--- src/rtl/asm_pkg.sv ---
/*
 * Shared constants and types for the angle sensor SPI master controller:
 * command set, frame opcodes, timing figures and their cycle counts.
 * Assumes a single 250 MHz system clock; the serial clock is derived from it.
 */
package asm_pkg;

    // System clock rate
    localparam int CLK_MHZ = 250;
    localparam int TMR_W   = 28;    // Wide enough for the longest NVM wait

    // Frame layout
    localparam int FRAME_BITS = 16;
    localparam int OPC_W      = 3;
    localparam int ADDR_W     = 5;
    localparam int DATA_W     = 8;

    // Opcodes sent in the top three bits of a command frame
    localparam logic [OPC_W-1:0] OPC_READ      = 3'h2;
    localparam logic [OPC_W-1:0] OPC_WRITE     = 3'h4;
    localparam logic [OPC_W-1:0] OPC_STORE_ONE = 3'h6;
    localparam logic [OPC_W-1:0] OPC_STORE_ALL = 3'h7;
    localparam logic [OPC_W-1:0] OPC_RESTORE   = 3'h5;
    localparam logic [OPC_W-1:0] OPC_CLR_FAULT = 3'h1;

    // Timing figures in their own units
    localparam int T_IDLE_NS      = 120;  // Chip select high between transfers
    localparam int T_CSL_NS       = 120;  // Select low to first clock edge
    localparam int T_CSH_NS       = 20;   // Last rising edge to select high
    localparam int T_SCLK_HALF_NS = 20;   // Each clock level
    localparam int T_CLR_FAULT_NS = 40;
    localparam int T_RESTORE_US   = 240;
    localparam int T_STORE_ONE_MS = 23;
    localparam int T_STORE_ALL_MS = 704;

    // Least times round up to whole cycles
    localparam int C_IDLE      = (T_IDLE_NS * CLK_MHZ + 999) / 1000;
    localparam int C_CSL       = (T_CSL_NS * CLK_MHZ + 999) / 1000;
    localparam int C_CSH       = (T_CSH_NS * CLK_MHZ + 999) / 1000;
    localparam int C_SCLK_HALF = (T_SCLK_HALF_NS * CLK_MHZ + 999) / 1000;
    localparam int C_CLR_FAULT = (T_CLR_FAULT_NS * CLK_MHZ + 999) / 1000;
    localparam int C_RESTORE   = T_RESTORE_US * CLK_MHZ;
    localparam int C_STORE_ONE = T_STORE_ONE_MS * CLK_MHZ * 1000;
    localparam int C_STORE_ALL = T_STORE_ALL_MS * CLK_MHZ * 1000;
    localparam int C_CLR_GAP   = (C_CLR_FAULT > C_IDLE) ? C_CLR_FAULT : C_IDLE;

    // Commands offered to the user side
    typedef enum logic [2:0] {
        OP_ANGLE     = 3'h0,
        OP_RD_REG    = 3'h1,
        OP_WR_REG    = 3'h2,
        OP_STORE_ONE = 3'h3,
        OP_STORE_ALL = 3'h4,
        OP_RESTORE   = 3'h5,
        OP_CLR_FAULT = 3'h6
    } asm_op_t;

    // One user request
    typedef struct packed {
        asm_op_t           op;
        logic [ADDR_W-1:0] addr;
        logic [DATA_W-1:0] data;
        logic [4:0]        nbits;   // Angle bits to clock, 0 means 16
    } asm_cmd_t;

    // One user answer
    typedef struct packed {
        logic [FRAME_BITS-1:0] word;    // Angle word, left aligned
        logic [DATA_W-1:0]     regval;  // Register value of a read
        logic [DATA_W-1:0]     angle8;  // Short angle of a read
    } asm_rsp_t;

endpackage : asm_pkg

--- src/rtl/asm_master.sv ---
/*
 * SPI master controller for the angle sensor: turns user commands into
 * mode 0 frames of up to 16 bits, generates the serial clock by a divider, returns
 * angle and register data and waits out the sensor's busy times.
 * Assumes the sensor on the far pins and a user that keeps CMD stable
 * while CMD_VALID is high.
 */
module asm_master
    import asm_pkg::*;
#(
    parameter int SCLK_HALF                 = C_SCLK_HALF,
    parameter logic [TMR_W-1:0] STORE_ONE_CYC = TMR_W'(C_STORE_ONE),
    parameter logic [TMR_W-1:0] STORE_ALL_CYC = TMR_W'(C_STORE_ALL),
    parameter logic [TMR_W-1:0] RESTORE_CYC   = TMR_W'(C_RESTORE)
)
(
    input  wire logic     REF_CLK,
    input  wire logic     SRST,
    input  wire logic     CMD_VALID,
    output logic          CMD_READY,
    input  wire asm_cmd_t CMD,
    output logic          RSP_VALID,
    output asm_rsp_t      RSP,
    output logic          SPI_CS_N,
    output logic          SPI_SCLK,
    output logic          SPI_MOSI,
    input  wire logic     SPI_MISO
);
    import asm_pkg::*;

    typedef enum logic [5:0] {
        ST_IDLE = 6'h01,
        ST_LEAD = 6'h02,
        ST_LOW  = 6'h04,
        ST_HIGH = 6'h08,
        ST_TAIL = 6'h10,
        ST_GAP  = 6'h20
    } asm_state_t;

    localparam logic [TMR_W-1:0] HALF_CYC = TMR_W'(SCLK_HALF - 1);
    localparam logic [TMR_W-1:0] IDLE_CYC = TMR_W'(C_IDLE - 1);
    localparam logic [TMR_W-1:0] CSL_CYC  = TMR_W'(C_CSL - 1);
    localparam logic [TMR_W-1:0] CSH_CYC  = TMR_W'(C_CSH - 1);
    localparam logic [TMR_W-1:0] CLR_CYC  = TMR_W'(C_CLR_GAP - 1);
    localparam logic [4:0]       FULL_LEN = 5'(FRAME_BITS);

    asm_state_t            state_r;
    logic [TMR_W-1:0]      tmr_r;
    asm_cmd_t              cmd_r;
    logic                  second_r;
    logic [4:0]            len_r;
    logic [4:0]            idx_r;
    logic [FRAME_BITS-1:0] tx_r;
    logic [FRAME_BITS-1:0] rx_r;
    logic                  miso_s1_r;
    logic                  miso_s2_r;
    logic                  cs_n_r;
    logic                  sclk_r;
    logic                  mosi_r;
    logic                  ready_r;
    logic                  rsp_valid_r;
    logic                  busy_r;
    asm_rsp_t              rsp_r;

    logic                  tmr_done;
    logic                  accept;
    logic                  last_bit;
    logic                  more_frame;
    logic [4:0]            angle_len;
    logic [FRAME_BITS-1:0] frame_word;
    logic [TMR_W-1:0]      post_cyc;

    assign tmr_done   = (tmr_r == '0);
    assign accept     = (state_r == ST_IDLE) && CMD_VALID && ready_r;
    assign last_bit   = (idx_r == len_r - 5'd1);
    assign more_frame = (cmd_r.op == OP_RD_REG) && !second_r;
    // A zero length would clock nothing, so it stands for a full read
    assign angle_len  = (CMD.nbits == 5'h00 || CMD.nbits > FULL_LEN) ?
                        FULL_LEN : CMD.nbits;

    // First frame of each command; commands other than a truncated angle
    // read always go out as a full frame since short ones are discarded
    always_comb begin
        frame_word = '0;
        case (CMD.op)
            OP_RD_REG:    frame_word = {OPC_READ, CMD.addr, 8'h00};
            OP_WR_REG:    frame_word = {OPC_WRITE, CMD.addr, CMD.data};
            OP_STORE_ONE: frame_word = {OPC_STORE_ONE, CMD.addr, 8'h00};
            OP_STORE_ALL: frame_word = {OPC_STORE_ALL, 5'h00, 8'h00};
            OP_RESTORE:   frame_word = {OPC_RESTORE, 5'h00, 8'h00};
            OP_CLR_FAULT: frame_word = {OPC_CLR_FAULT, 5'h00, 8'h00};
            default:      frame_word = '0;
        endcase
    end

    // Time that select stays high after the final frame of a command
    always_comb begin
        post_cyc = IDLE_CYC;
        case (cmd_r.op)
            OP_STORE_ONE: post_cyc = STORE_ONE_CYC - 1'b1;
            OP_STORE_ALL: post_cyc = STORE_ALL_CYC - 1'b1;
            OP_RESTORE:   post_cyc = RESTORE_CYC - 1'b1;
            OP_CLR_FAULT: post_cyc = CLR_CYC;
            default:      post_cyc = IDLE_CYC;
        endcase
    end

    // MISO is asynchronous to REF_CLK; only the second stage is read
    always_ff @(posedge REF_CLK) begin
        if (SRST) begin
            miso_s1_r <= 1'b0;
            miso_s2_r <= 1'b0;
        end else begin
            miso_s1_r <= SPI_MISO;
            miso_s2_r <= miso_s1_r;
        end
    end

    // Sequencer and its shared down counter
    always_ff @(posedge REF_CLK) begin
        if (SRST) begin
            state_r <= ST_GAP;      // Idle time also guards the first command
            tmr_r   <= IDLE_CYC;
        end else begin
            case (state_r)
                ST_IDLE: begin
                    if (accept) begin
                        state_r <= ST_LEAD;
                        tmr_r   <= CSL_CYC;
                    end
                end
                ST_LEAD: begin
                    if (tmr_done) begin
                        state_r <= ST_LOW;
                        tmr_r   <= HALF_CYC;
                    end else begin
                        tmr_r <= tmr_r - 1'b1;
                    end
                end
                ST_LOW: begin
                    if (tmr_done) begin
                        state_r <= ST_HIGH;
                        tmr_r   <= HALF_CYC;
                    end else begin
                        tmr_r <= tmr_r - 1'b1;
                    end
                end
                ST_HIGH: begin
                    if (tmr_done) begin
                        state_r <= last_bit ? ST_TAIL : ST_LOW;
                        tmr_r   <= last_bit ? CSH_CYC : HALF_CYC;
                    end else begin
                        tmr_r <= tmr_r - 1'b1;
                    end
                end
                ST_TAIL: begin
                    if (tmr_done) begin
                        state_r <= ST_GAP;
                        tmr_r   <= more_frame ? IDLE_CYC : post_cyc;
                    end else begin
                        tmr_r <= tmr_r - 1'b1;
                    end
                end
                ST_GAP: begin
                    if (!tmr_done) begin
                        tmr_r <= tmr_r - 1'b1;
                    end else if (more_frame) begin
                        state_r <= ST_LEAD;
                        tmr_r   <= CSL_CYC;
                    end else begin
                        state_r <= ST_IDLE;
                    end
                end
                default: begin
                    state_r <= ST_GAP;
                    tmr_r   <= IDLE_CYC;
                end
            endcase
        end
    end

    // Command latch, frame selection and bit position
    always_ff @(posedge REF_CLK) begin
        if (SRST) begin
            cmd_r    <= '0;
            second_r <= 1'b0;
            len_r    <= FULL_LEN;
            idx_r    <= 5'h00;
        end else begin
            if (accept) begin
                cmd_r    <= CMD;
                second_r <= 1'b0;
                len_r    <= (CMD.op == OP_ANGLE) ? angle_len : FULL_LEN;
                idx_r    <= 5'h00;
            end else if (state_r == ST_GAP && tmr_done && more_frame) begin
                second_r <= 1'b1;
                len_r    <= FULL_LEN;
                idx_r    <= 5'h00;
            end else if (state_r == ST_HIGH && tmr_done && !last_bit) begin
                idx_r <= idx_r + 5'h01;
            end
        end
    end

    // Transmit and receive shifters
    always_ff @(posedge REF_CLK) begin
        if (SRST) begin
            tx_r <= '0;
            rx_r <= '0;
        end else begin
            if (accept) begin
                tx_r <= frame_word;
                rx_r <= '0;             // Unclocked low bits read as zero
            end else if (state_r == ST_GAP && tmr_done && more_frame) begin
                tx_r <= '0;             // Response frame carries no command
                rx_r <= '0;
            end else if (state_r == ST_LOW && tmr_done) begin
                tx_r <= {tx_r[FRAME_BITS-2:0], 1'b0};
            end else if (state_r == ST_HIGH && tmr_done) begin
                // Sensor shifts on falling edges, so the bit is steady here
                rx_r[4'(5'd15 - idx_r)] <= miso_s2_r;
            end
        end
    end

    // Pins: mode 0 with clock idle low, which the sensor detects itself
    always_ff @(posedge REF_CLK) begin
        if (SRST) begin
            cs_n_r <= 1'b1;
            sclk_r <= 1'b0;
            mosi_r <= 1'b0;
        end else begin
            case (state_r)
                ST_IDLE: begin
                    if (accept) begin
                        cs_n_r <= 1'b0;
                    end
                end
                ST_LEAD: begin
                    if (tmr_done) begin
                        mosi_r <= tx_r[FRAME_BITS-1];
                    end
                end
                ST_LOW: begin
                    if (tmr_done) begin
                        sclk_r <= 1'b1;
                    end
                end
                // Data moves with the falling clock so it is settled a
                // whole half period before the sensor samples it
                ST_HIGH: begin
                    if (tmr_done) begin
                        sclk_r <= 1'b0;
                        mosi_r <= tx_r[FRAME_BITS-1];
                    end
                end
                ST_TAIL: begin
                    if (tmr_done) begin
                        cs_n_r <= 1'b1;
                        mosi_r <= 1'b0;
                    end
                end
                ST_GAP: begin
                    if (tmr_done && more_frame) begin
                        cs_n_r <= 1'b0;
                    end
                end
                default: begin
                    cs_n_r <= 1'b1;
                    sclk_r <= 1'b0;
                end
            endcase
        end
    end

    // Handshake with the user and the answer word
    always_ff @(posedge REF_CLK) begin
        if (SRST) begin
            ready_r     <= 1'b0;
            rsp_valid_r <= 1'b0;
            busy_r      <= 1'b0;
            rsp_r       <= '0;
        end else begin
            rsp_valid_r <= 1'b0;
            if (accept) begin
                ready_r <= 1'b0;
                busy_r  <= 1'b1;
            end else if (state_r == ST_GAP && tmr_done && !more_frame) begin
                // The gap after reset is no command, so it gives no answer
                ready_r     <= 1'b1;
                rsp_valid_r <= busy_r;
                busy_r      <= 1'b0;
            end
            // Capture when the frame ends; a read keeps only its second frame
            if (state_r == ST_TAIL && tmr_done && !more_frame) begin
                rsp_r.word   <= rx_r;
                rsp_r.regval <= rx_r[15:8];
                rsp_r.angle8 <= rx_r[7:0];
            end
        end
    end

    assign CMD_READY = ready_r;
    assign RSP_VALID = rsp_valid_r;
    assign RSP       = rsp_r;
    assign SPI_CS_N  = cs_n_r;
    assign SPI_SCLK  = sclk_r;
    assign SPI_MOSI  = mosi_r;

endmodule // asm_master

--- config.mk ---
export PLATFORM = sky130hd
export DESIGN_NAME = asm_master
export DESIGN_NICKNAME = d
export VERILOG_FILES = /design/src/rtl/asm_pkg.sv /design/src/rtl/asm_master.sv
export SDC_FILE = /design/constraint.sdc
export NUM_CORES = 1
export LEC_CHECK = 0
export ABC_CLOCK_PERIOD_IN_PS = 3600
export BUFFER_PORTS_ARGS = -buffer_cell sky130_fd_sc_hd__buf_2
export CAP_MARGIN = 20
export CORE_MARGIN = 3
export CORE_UTILIZATION = 35
export DETAILED_ROUTE_END_ITERATION = 12
export GPL_TIMING_DRIVEN = 0
export SKIP_CTS_REPAIR_TIMING = 1
export SLEW_MARGIN = 20
export SYNTH_ARGS = -nofsm -noshare
export SYNTH_HDL_FRONTEND = slang
export SYNTH_SLANG_ARGS = --single-unit
--- constraint.sdc ---
create_clock -name REF_CLK -period 3.6 [get_ports REF_CLK]
set_clock_uncertainty 0.15 [all_clocks]
set_input_delay 0.72 -clock REF_CLK [delete_from_list [all_inputs] [get_ports REF_CLK]]
set_output_delay 0.72 -clock REF_CLK [all_outputs]
set_load 0.01 [all_outputs]
======== Yosys cells after proc, flatten, opt, wreduce, memory -nomap -nowiden ========
Index checks and enable logic that the tools add are counted.
operators by class
  equality and inequality tests ........... 26
  add/sub/neg operators ................... 4
  bitwise logic cells ..................... 4
  reduce and logical (&&, ||, !) cells .... 36
  muxes and demuxes ....................... 38
  order comparisons ....................... 3
operators by type and width
  operator                                                               number
  28-bit two-way mux                                                     6
  28-bit one-hot mux with 4 select lines                                 1
  16-bit one-hot mux with 6 select lines                                 1
  28-bit one-hot mux with 3 select lines                                 1
  16-bit two-way mux                                                     3
  6-bit two-way mux                                                      6
  6-bit one-hot mux with 6 select lines                                  1
  28-bit zero test                                                       1
  28-bit by 1-bit subtractor with 28-bit output (second input constant)  1
  5-bit two-way mux                                                      5
  16-bit bitwise mux                                                     1
  3-bit == test (second input constant)                                  5
  2-bit != test (second input constant)                                  7
  1-bit logical AND                                                      13
  3-bit by 2-bit == test with 1-bit output (second input constant)       3
  3-bit OR reduction                                                     3
  1-bit two-way mux                                                      8
  3-bit by 1-bit == test with 1-bit output (second input constant)       2
  6-bit by 1-bit == test with 1-bit output (second input constant)       1
  6-bit by 2-bit == test with 1-bit output (second input constant)       1
  6-bit by 3-bit == test with 1-bit output (second input constant)       1
  6-bit by 4-bit == test with 1-bit output (second input constant)       1
  6-bit by 5-bit == test with 1-bit output (second input constant)       1
  6-bit == test (second input constant)                                  1
  27 further kinds                                                       37
word-level totals
  register bits after elaboration ......... 120
  logic and storage cells ................. 130
  input bits .............................. 25
  output and inout bits ................... 37

======== Longest topological paths before layout ========
Gate-level depths: netlist (run 1).
  depth in word-level cells ............... 6
  depth in mapped cells ................... 12
  gate-level depth less buffers ........... 9

======== Worst setup path before layout (run 1) ========
Ideal clock, no wire load.
  path type ............................... reg-to-reg
  from .................................... register tmr_r[0]
  to ...................................... register idx_r[4]
  clock period less this slack ............ 2736 ps
  stages on the path, launching flop included .. 10
  arrival ................................. 2515 ps
  path buffers ............................ 1
  path slack .............................. 864 ps
  required time ........................... 3379 ps
  library setup time ...................... 71 ps
  cells stage by stage .................... dfxtp_1 -> inv_1 -> ha_1 -> or4b_1 -> buf_2 -> or4_4 -> nor2_4 -> o211ai_4 -> or4_1 -> a21oi_1
between the ends
  cells in the longest elaborated chain, start to end .. 4
  elaborated cells between the ends (all ways) .. 6
  classes of those cells .................. reduce/logical (6)
RTL lines
  element                         line               text
  start, declared                 asm_master.sv:48   logic [TMR_W-1:0] tmr_r;
  start signal, assigned          asm_master.sv:137  tmr_r <= tmr_r - 1'b1;
  start signal, assigned          asm_master.sv:145  tmr_r <= tmr_r - 1'b1;
  start signal, assigned          asm_master.sv:151  tmr_r <= last_bit ? CSH_CYC : HALF_CYC;
  28-bit zero test *              asm_master.sv:73   assign tmr_done = (tmr_r == '0);
  1-bit logical AND (2 in a row)  asm_master.sv:195  end else if (state_r == ST_GAP && tmr_done && more_frame) begin
  3-bit OR reduction (no line)    --
  end signal, assigned            asm_master.sv:200  idx_r <= idx_r + 5'h01;
  end, declared                   asm_master.sv:52   logic [4:0] idx_r;
Every way passes the cells marked *; elsewhere a longest branch is shown, timed or not.
A chain may end at the register's enable or synchronous reset.

======== Final worst setup path (run 1) ========
  from .................................... register tmr_r[0]
  to ...................................... register tmr_r[20]
between the ends
  cells in the longest elaborated chain, start to end .. 3
  elaborated cells between the ends (all ways) .. 8
  classes of those cells .................. add/sub (1); eq/ne (1); mux (4); reduce/logical (2)
RTL lines
  element                                                                                   line               text
  28-bit by 1-bit subtractor with 28-bit output / 28-bit zero test (equally long branches)  --
  28-bit two-way mux, or another cell as far along                                          asm_master.sv:165  if (!tmr_done) begin
  28-bit one-hot mux with 4 select lines / 2-bit AND reduction (equally long branches)      --
Several ways; a longest one is shown, not always the timed one.

==> results.sh, run 1 <==
export IMPL_syn_avg_cell_area_um2=7.953
export IMPL_die_w_um=129.8
export IMPL_fmax_mhz=300.3
export IMPL_async_reset_ff_share_pct=0
export IMPL_gp_congestion=0.8834
export IMPL_ys_seq_elements=104
export IMPL_irDropWorstVdd_mv=0.2268
export IMPL_yosys_warnings=0
export IMPL_synth_top_area_share_pct=38.84
export IMPL_hold_violations=0
export IMPL_post_dp_cell_area_um2=5891
export IMPL_num_io_pins=62
export IMPL_cpMaxStageDelayCell="or4b_1"
export IMPL_p_per_area_nw_per_um2=430.5
export IMPL_crit_chain="inv_1, ha_1, or4b_1, buf_2, nor4_2, a31oi_1, or2_1, inv_2, buf_2, o21ai_1, o41ai_1"
export IMPL_maxSlewViolCount=0
export IMPL_worstPathArrival_ns=3.42
export IMPL_row_count=44
export IMPL_end_kind="flip-flop"
export IMPL_fin_util_pct=42.02
export IMPL_rsz0062_at_grt="no"
export IMPL_drt_iter0_markers=461
export IMPL_worst_r2r_endpoint="tmr_r[20]"
export IMPL_relSlewSlack_pct=41.24
export IMPL_via_count=5357
export IMPL_synth_top_area_cell="dfxtp_1"
export IMPL_fillCellCount=1507
export IMPL_cp_required_ns=3.69
export IMPL_overflow=0
export IMPL_final_cells=936
export IMPL_worst_slack_ns=0.2698
export IMPL_ys_flop_type="dfxtp_1"
export IMPL_multi_input_area_um2=2963
export IMPL_maxCapViolCount=0
export IMPL_synthTopCellsByCount="104 x dfxtp_1, 85 x nand2_1, 71 x a21oi_1"
export IMPL_drive_gt1_share_pct=15.29
export IMPL_yosys_top_cells_area="dfxtp_1 39%, a21oi_1 6.6%, nand2_1 6.0%"
export IMPL_ys_seq_area_share_pct=38.84
export IMPL_cpPeakStageDelay_ns=0.44
export IMPL_portBuffers=60
export IMPL_synth_nets=706
export IMPL_dp_slack_ns=0.2251
export IMPL_rrSetupSlack_ns=0.27
export IMPL_crit_type="reg -> reg"
export IMPL_drc=0
export IMPL_htreeDepth=3
export IMPL_dp_cells=918
export IMPL_min_to="miso_s2_r"
export IMPL_clk_path_buf_depth=2
export IMPL_syn2layout_area_growth_pct=15.66
export IMPL_worstMarginPinSlew_ns=0.8774
export IMPL_clk_pin_slew_ns=0.07
export IMPL_status="complete, no violations"
export IMPL_antenna_found_initial=0
export IMPL_fp_dieH_um=129.8
export IMPL_r2r_start="tmr_r[0]"
export IMPL_dr_pass1_iters=5
export IMPL_synth_edf_count=0
export IMPL_wl_per_cell_um=16.93
export IMPL_final_nets=779
export IMPL_rr_worst_depth=11
export IMPL_dp_hpwl_mm=11.58
export IMPL_wirelength_mm=15.85
export IMPL_grt_usage_pct=19.18
export IMPL_syn_area_um2=5360
export IMPL_finalSetupTns_ns=0
export IMPL_cts_sinks=104
export IMPL_power_mw=2.669
export IMPL_cts_root_buffer_cell="clkbuf_16"
export IMPL_hp_class="reg -> reg"
export IMPL_crit_fanout=10
export IMPL_diodes=0
export IMPL_vias_per_cell=5.723
export IMPL_detail_route_antenna_nets=0
export IMPL_holdWs_ns=0.2983
export IMPL_die_area_um2=16840
export IMPL_coreArea_um2=14750
export IMPL_whs_path_depth=1
export IMPL_cts_tree="done"
export IMPL_worstSkewPairLatency_ns=0.36
export IMPL_synth_most_common_cell="dfxtp_1"
export IMPL_setup_viol=0
export IMPL_period_share_pct=92.51
export IMPL_leakage_nw=2.413
export IMPL_ys_types=68
export IMPL_worstHoldStart="miso_s1_r"
export IMPL_first_global_vias=5073
export IMPL_cp_start_kind="flip-flop"
export IMPL_synthCells=674
export IMPL_final_cell_area_um2=6200
export IMPL_cp_common_cell="buf_2"
export IMPL_fin_crit_ns=3.330
export IMPL_ff_latch_area_um2=2082
export IMPL_initial_core_util_pct=36.33
export IMPL_cts_inserted_buffers=9
export IMPL_grt_pass1_wl_mm=25.96
export IMPL_grt_max_degree=19
## cell families after synthesis
group,share of synthesized area [%]
flops,38.84
fa+ha+maj,1.634
compound gates,22.18
buf+inv,5.999
xor+xnor,1.634
mux,2.241
simple gates,27.47
## layer usage
layer,up-vias,GRT usage [%],wire [µm]
met5,-,0,0
met4,0,6.540,190
met3,12,2.783,742
met2,178,30.54,7364
met1,2583,26.73,7547
li1,2584,-,-
## worst max-delay path: cells and delay by family, from the launching register on
family / cells / cell delay, ns
AND/OR/NAND/NOR: 3 / 1.27
flip-flops: 1 / 0.32
adder cells (fa/ha/maj): 1 / 0.25
AO/OA/AOI/OAI: 3 / 0.56
buffers and inverters: 4 / 0.66
## power by group
group          switching, mW  internal (mW)  total [mW]
sequential            0.0267           1.18        1.20
clock                  0.474          0.497       0.971
combinational          0.332          0.162       0.495
total                  0.832           1.84        2.67
## sequential cells by signal, indices dropped and copies added (netlist names)
signal     count
RSP_VALID      1
idx_r          5
second_r       1
rx_r          16
busy_r         1
tmr_r         28
state_r        6
cmd_r          3
SPI_SCLK       1
len_r          5
SPI_CS_N       1
SPI_MOSI       1
miso_s2_r      1
CMD_READY      1
tx_r          16
miso_s1_r      1
RSP           16
## cell type report
class	count	share of cell area, %
timing repair buffer	62	5.086
inverter	12	0.7265
clock inverter	6	0.7871
tap	184	3.713
multi-input combinational	504	47.79
sequential	104	33.58
buffer	54	4.460
clock buffer	10	3.855
## worst max-delay path by stage
stage	start	to	slack, ns	cells after the start
6_report	tmr_r[0]	tmr_r[20]	0.27	11
5_1_grt	state_r[1]	tmr_r[23]	0.02	8
4_1_cts	tmr_r[0]	idx_r[1]	0.20	9
3_5_place_dp	tmr_r[0]	idx_r[1]	0.23	9
3_3_place_gp	state_r[3]	tmr_r[20]	0.29	9
2_1_floorplan	tmr_r[0]	idx_r[4]	0.86	9
## placed cells by master (no fill, tap or decap), types with 8 or more instances in the layout
cell / instances
and2_1: 8
clkbuf_16: 9
nand3_1: 30
inv_1: 11
nand2_1: 85
nor3_1: 27
nor2_1: 65
a221oi_1: 10
o21ai_1: 9
a211oi_1: 8
or4_1: 8
mux2i_1: 12
clkbuf_1: 28
o21ai_0: 27
nor4_1: 10
buf_4: 19
buf_2: 68
a31oi_1: 11
dfxtp_1: 104
a21oi_1: 71
Power figures use the tool's default switching activity.
==> run 2: changes to the inputs <==
Settings changed: ABC_AREA from default to 1, SLEW_MARGIN 20 to 5.
==> run 2 against run 1 <==
  * Critical endpoint is now tmr_r[2]
  * Clock power is 2.4% lower
  * Sequential power hardly changed
  * Combinational power is 25% lower
  * Synthesized cell count is 25% higher
  * Critical path depth stayed put
  * Setup slack better by 0.85 ns
==> results.sh, run 2 <==
export IMPL_yosys_top_cells_area="dfxtp_1 36%, nand2_1 11%, nor2_1 7.9%"
export IMPL_r2r_start="tmr_r[0]"
export IMPL_leakage_nw=3.016
export IMPL_clk_pin_slew_ns=0.07
export IMPL_worstMarginPinSlew_ns=0.7505
export IMPL_first_global_vias=4927
export IMPL_drc=0
export IMPL_crit_fanout=5
export IMPL_hold_violations=0
export IMPL_final_common_cell="nand2_1"
export IMPL_cts_inserted_buffers=9
export IMPL_yosys_warnings=0
export IMPL_portBuffers=61
export IMPL_initial_core_util_pct=36.05
export IMPL_drt_met1_wl_mm=7.376
export IMPL_diodes=0
export IMPL_synth_nets=877
export IMPL_syn_avg_cell_area_um2=6.851
export IMPL_worstHoldStart="miso_s1_r"
export IMPL_dr_pass1_iters=5
export IMPL_cts_tree="done"
export IMPL_top_layer_used="met4"
export IMPL_die_w_um=134.6
export IMPL_setup_viol=0
export IMPL_async_reset_ff_share_pct=0
export IMPL_fp_dieH_um=134.6
export IMPL_overflow=0
export IMPL_wl_met3_um=559
export IMPL_maxCapViolCount=0
export IMPL_cts_root_buffer_cell="clkbuf_16"
export IMPL_synth_most_common_cell="nand2_1"
export IMPL_wl_met2_mm=6.631
export IMPL_ys_flop_type="dfxtp_1"
export IMPL_synthTopCellsByCount="168 x nand2_1, 122 x nor2_1, 104 x dfxtp_1"
export IMPL_hp_class="reg -> reg"
export IMPL_die_area_um2=18120
export IMPL_dp_hpwl_mm=11.17
export IMPL_irDropWorstVdd_mv=0.2634
export IMPL_worstPathArrival_ns=2.63
export IMPL_top_register="tmr_r"
export IMPL_wl_per_cell_um=12.96
export IMPL_rsz0062_at_grt="no"
export IMPL_finalSetupTns_ns=0
export IMPL_drive_gt1_share_pct=17.07
export IMPL_cts_sinks=104
export IMPL_clk_path_buf_depth=2
export IMPL_cp_required_ns=3.74
export IMPL_fillCellCount=1733
export IMPL_syn_area_um2=5789
export IMPL_mostFrequentLayoutCells="168 x nand2_1, 122 x nor2_1, 104 x dfxtp_1"
export IMPL_gp_congestion=0.8592
export IMPL_synth_edf_count=0
export IMPL_syn2layout_area_growth_pct=14.76
export IMPL_end_kind="flip-flop"
export IMPL_holdWs_ns=0.2542
export IMPL_vias_per_cell=4.788
export IMPL_antenna_found_initial=0
export IMPL_crit_type="reg -> reg"
export IMPL_wirelength_mm=14.72
export IMPL_htreeDepth=3
export IMPL_grt_pass1_wl_mm=24.70
export IMPL_ys_seq_area_share_pct=35.96
export IMPL_synth_top_area_cell="dfxtp_1"
export IMPL_detail_route_antenna_nets=0
export IMPL_status="complete, no violations"
export IMPL_worst_slack_ns=1.119
export IMPL_ys_types=41
export IMPL_ys_seq_elements=104
export IMPL_num_io_pins=62
export IMPL_final_cells=1136
export IMPL_row_count=46
export IMPL_final_cell_area_um2=6644
export IMPL_largest_reg_flops=28
export IMPL_dp_cells=1122
export IMPL_post_dp_cell_area_um2=6365
export IMPL_drt_iter0_markers=285
export IMPL_relSlewSlack_pct=49.44
export IMPL_fmax_mhz=403.1
export IMPL_crit_start="tmr_r[0]"
export IMPL_grt_usage_pct=16.86
export IMPL_p_per_area_nw_per_um2=379.1
export IMPL_coreArea_um2=16060
export IMPL_period_share_pct=68.91
export IMPL_synth_top_area_share_pct=35.96
export IMPL_fin_crit_ns=2.481
export IMPL_fin_util_pct=41.37
export IMPL_cp_start_kind="flip-flop"
export IMPL_via_count=5439
export IMPL_power_mw=2.519
export IMPL_synthCells=845
export IMPL_dp_slack_ns=1.104
export IMPL_worstSkewPairLatency_ns=0.35
export IMPL_grt_max_degree=17
export IMPL_final_nets=949
export IMPL_maxSlewViolCount=0
## run 2: cell count changes in the layout (fill, tap and decap cells not counted), sizes merged, moves of 14 or more
cell	before	now
clkbuf	38	24
inv	15	92
nor3	28	8
nor2	66	141
nand3	30	80
nand2	85	181
o21ai	36	52
nand4	6	31
## run 2: logic make-up (layout without fill, tap and decap cells)
group,after synthesis,after routing,synth area share (%)
xor+xnor,24,24,3.631
fa+ha+maj,7,7,1.513
compound gates,126,126,11.78
buf+inv,136,211,10.98
flops,104,104,35.96
simple gates,448,448,36.14
## run 2: final timing paths
check | slack, ns | depth (start not counted) | endpoint
max | 1.12 | 11 | tmr_r[2]
min | 0.25 | 2 | miso_s2_r
max reg2reg | 1.12 | 11 | tmr_r[2]
min reg2reg | 0.25 | 2 | miso_s2_r
## run 2: area by class of cell
class / count / area, µm² / area share [%]
inverters: 90 / 342.8 / 5.160
plain buffers: 46 / 292.8 / 4.407
multi-input cells: 605 / 3072 / 46.23
flip-flops and latches: 104 / 2082 / 31.34
repair buffers: 61 / 305.3 / 4.595
clock buffers: 11 / 252.7 / 3.804
well taps: 216 / 270.3 / 4.068
clock inverters: 3 / 26.28 / 0.3955
## run 2: power breakdown
group / total, mW / switching [mW] / internal [mW]
logic: 0.371 / 0.258 / 0.114
registers: 1.20 / 0.0201 / 1.18
clock network: 0.948 / 0.442 / 0.506
## run 2: layer usage
metal	track usage, %	vias to the layer above
met5	0	-
met4	3.733	0
met3	3.577	15
met2	26.37	90
met1	24.02	2464
li1	-	2870
## run 2: worst max-delay path, stage by stage (launching register included)
cell and delay [ns]:
dfxtp_1 0.31, inv_1 0.09, ha_1 0.23, nand2_2 0.14, nor2_8 0.18, nand2_4 0.10, nor2_4 0.14, nand2_1 0.19
nand2_1 0.19, inv_1 0.11, o21ai_1 0.41, nand3b_1 0.16
==> run 3: changes to the inputs <==
Settings changed: ABC_CLOCK_PERIOD_IN_PS 3600 to 2500.
Clock period 3.6 ns to 2.5 ns, I/O delays scaled along.
==> run 3 against run 2 <==
  * Utilization is 0.28 points higher
  * Critical path depth increased by 2
  * Via count rose by 0.55%
  * Routed wire length is 0.24% higher
  * Critical endpoint is now tmr_r[7]
  * Largest power group unchanged
==> results.sh, run 3 (same netlist as run 2, synthesis figures left out) <==
export IMPL_top_usage_layer="met2"
export IMPL_p_seq_share_pct=47.5
export IMPL_crit_start="tmr_r[0]"
export IMPL_antenna_found_initial=0
export IMPL_ff_latch_area_um2=2082
export IMPL_worstSkewPairLatency_ns=0.35
export IMPL_switching_share_pct=28.57
export IMPL_p_per_area_nw_per_um2=543.6
export IMPL_die_w_um=134.6
export IMPL_drt_iter0_markers=292
export IMPL_cts_tree="done"
export IMPL_crit_type="reg -> reg"
export IMPL_use_met1_pct=24.02
export IMPL_initial_core_util_pct=36.05
export IMPL_row_count=46
export IMPL_top_register="tmr_r"
export IMPL_maxSlewViolCount=0
export IMPL_hp_class="in -> reg"
export IMPL_intPower_mw=2.597
export IMPL_status="complete, no violations"
export IMPL_drc=0
export IMPL_vias_per_cell=4.810
export IMPL_first_global_vias=4927
export IMPL_worstPathArrival_ns=2.37
export IMPL_worstHoldStart="SPI_MISO"
export IMPL_grt_pass1_wl_mm=24.70
export IMPL_fp_dieH_um=134.6
export IMPL_clockPowerShare_pct=37.5
export IMPL_power_mw=3.636
export IMPL_mostFrequentLayoutCells="166 x nand2_1, 121 x nor2_1, 104 x dfxtp_1"
export IMPL_portBuffers=61
export IMPL_rsz0062_at_grt="yes"
export IMPL_finalSetupTns_ns=0
export IMPL_multi_input_area_um2=3090
export IMPL_cts_inserted_buffers=9
export IMPL_gp_congestion=0.8592
export IMPL_largest_reg_flops=28
export IMPL_wl_per_cell_um=12.98
export IMPL_cts_sinks=104
export IMPL_via_count=5469
export IMPL_dr_pass1_iters=5
export IMPL_met2_usage_pct=26.37
export IMPL_worstMarginPinSlew_ns=0.7630
export IMPL_fmax_mhz=433.1
export IMPL_leakage_nw=3.026
export IMPL_period_share_pct=92.36
export IMPL_end_kind="flip-flop"
export IMPL_maxCapViolCount=0
export IMPL_crit_fanout=10
export IMPL_final_common_cell="nand2_1"
export IMPL_fin_crit_ns=2.309
export IMPL_relSlewSlack_pct=49.02
export IMPL_diodes=0
export IMPL_final_cell_area_um2=6689
export IMPL_cts_root_buffer_cell="clkbuf_16"
export IMPL_clk_path_buf_depth=2
export IMPL_power_switching_mw=1.039
export IMPL_cp_start_kind="flip-flop"
export IMPL_coreArea_um2=16060
export IMPL_die_area_um2=18120
export IMPL_gr_usage_met3_pct=3.577
export IMPL_dp_hpwl_mm=11.17
export IMPL_post_dp_cell_area_um2=6365
export IMPL_power_frac_comb_pct=15.0
export IMPL_num_io_pins=62
export IMPL_detail_route_antenna_nets=0
export IMPL_grt_max_degree=17
export IMPL_final_nets=950
export IMPL_holdWs_ns=0.2305
export IMPL_grt_usage_pct=16.86
export IMPL_drive_gt1_share_pct=17.92
export IMPL_overflow=0
export IMPL_irDropWorstVdd_mv=0.3794
export IMPL_cp_required_ns=2.56
export IMPL_htreeDepth=3
export IMPL_clk_pin_slew_ns=0.07
export IMPL_syn2layout_area_growth_pct=15.54
export IMPL_wirelength_mm=14.76
export IMPL_fillCellCount=1727
export IMPL_r2r_start="tmr_r[0]"
export IMPL_setup_viol=0
export IMPL_hold_violations=0
-- run 3: worst paths after layout --
check               to  slack (ns)  cells after the start
max           tmr_r[7]        0.19                     13
min          miso_s1_r        0.23                      3
max reg2reg   tmr_r[7]        0.19                     13
min reg2reg  miso_s2_r        0.25                      2
-- run 3: stage by stage --
stage / instances / setup slack (ns) / utilization [%]
global route: 1137 / -0.01031 / 41.66
detailed placement: 1122 / 0.03965 / 39.64
finish: 1137 / 0.1910 / 41.66
global placement: 1122 / 0.06538 / 39.64
CTS: 1136 / 0.005061 / 41.37
floorplan: 845 / 0.4927 / -
-- run 3: cell type report --
cell class,instances,share of cell area [%]
clock buffer,11,3.779
inverter,90,5.163
sequential,104,31.13
buffer,46,4.433
clock inverter,3,0.3928
timing repair buffer,62,4.863
tap,216,4.040
multi-input combinational,605,46.20
-- run 3: worst max-delay path: stages, from the launching register on --
cell and delay [ns]:
dfxtp_1 0.31, inv_1 0.10, ha_2 0.22, nand2_2 0.12, nor2_8 0.18, nand2_4 0.11
inv_1 0.14, nand2_2 0.12, buf_2 0.21, buf_4 0.21, nand2_1 0.08, nand2_1 0.05
nand2_1 0.09, a21oi_1 0.06
-- run 3: power by group through the flow --
stage / registers, mW / clock network (mW) / logic (mW)
after global placement: 1.77 / 0 / 0.528
after CTS: 1.73 / 1.41 / 0.538
final: 1.73 / 1.36 / 0.545
after floorplan: 1.76 / 0 / 0.366
after detailed placement: 1.77 / 0 / 0.531
after global routing: 1.73 / 1.47 / 0.615
-- run 3: metal layers --
layer	share of wire [%]	up-vias
met3	4.4	15
met2	45	119
met4	1.1	0
met5	0	-
met1	49	2462
li1	-	2873
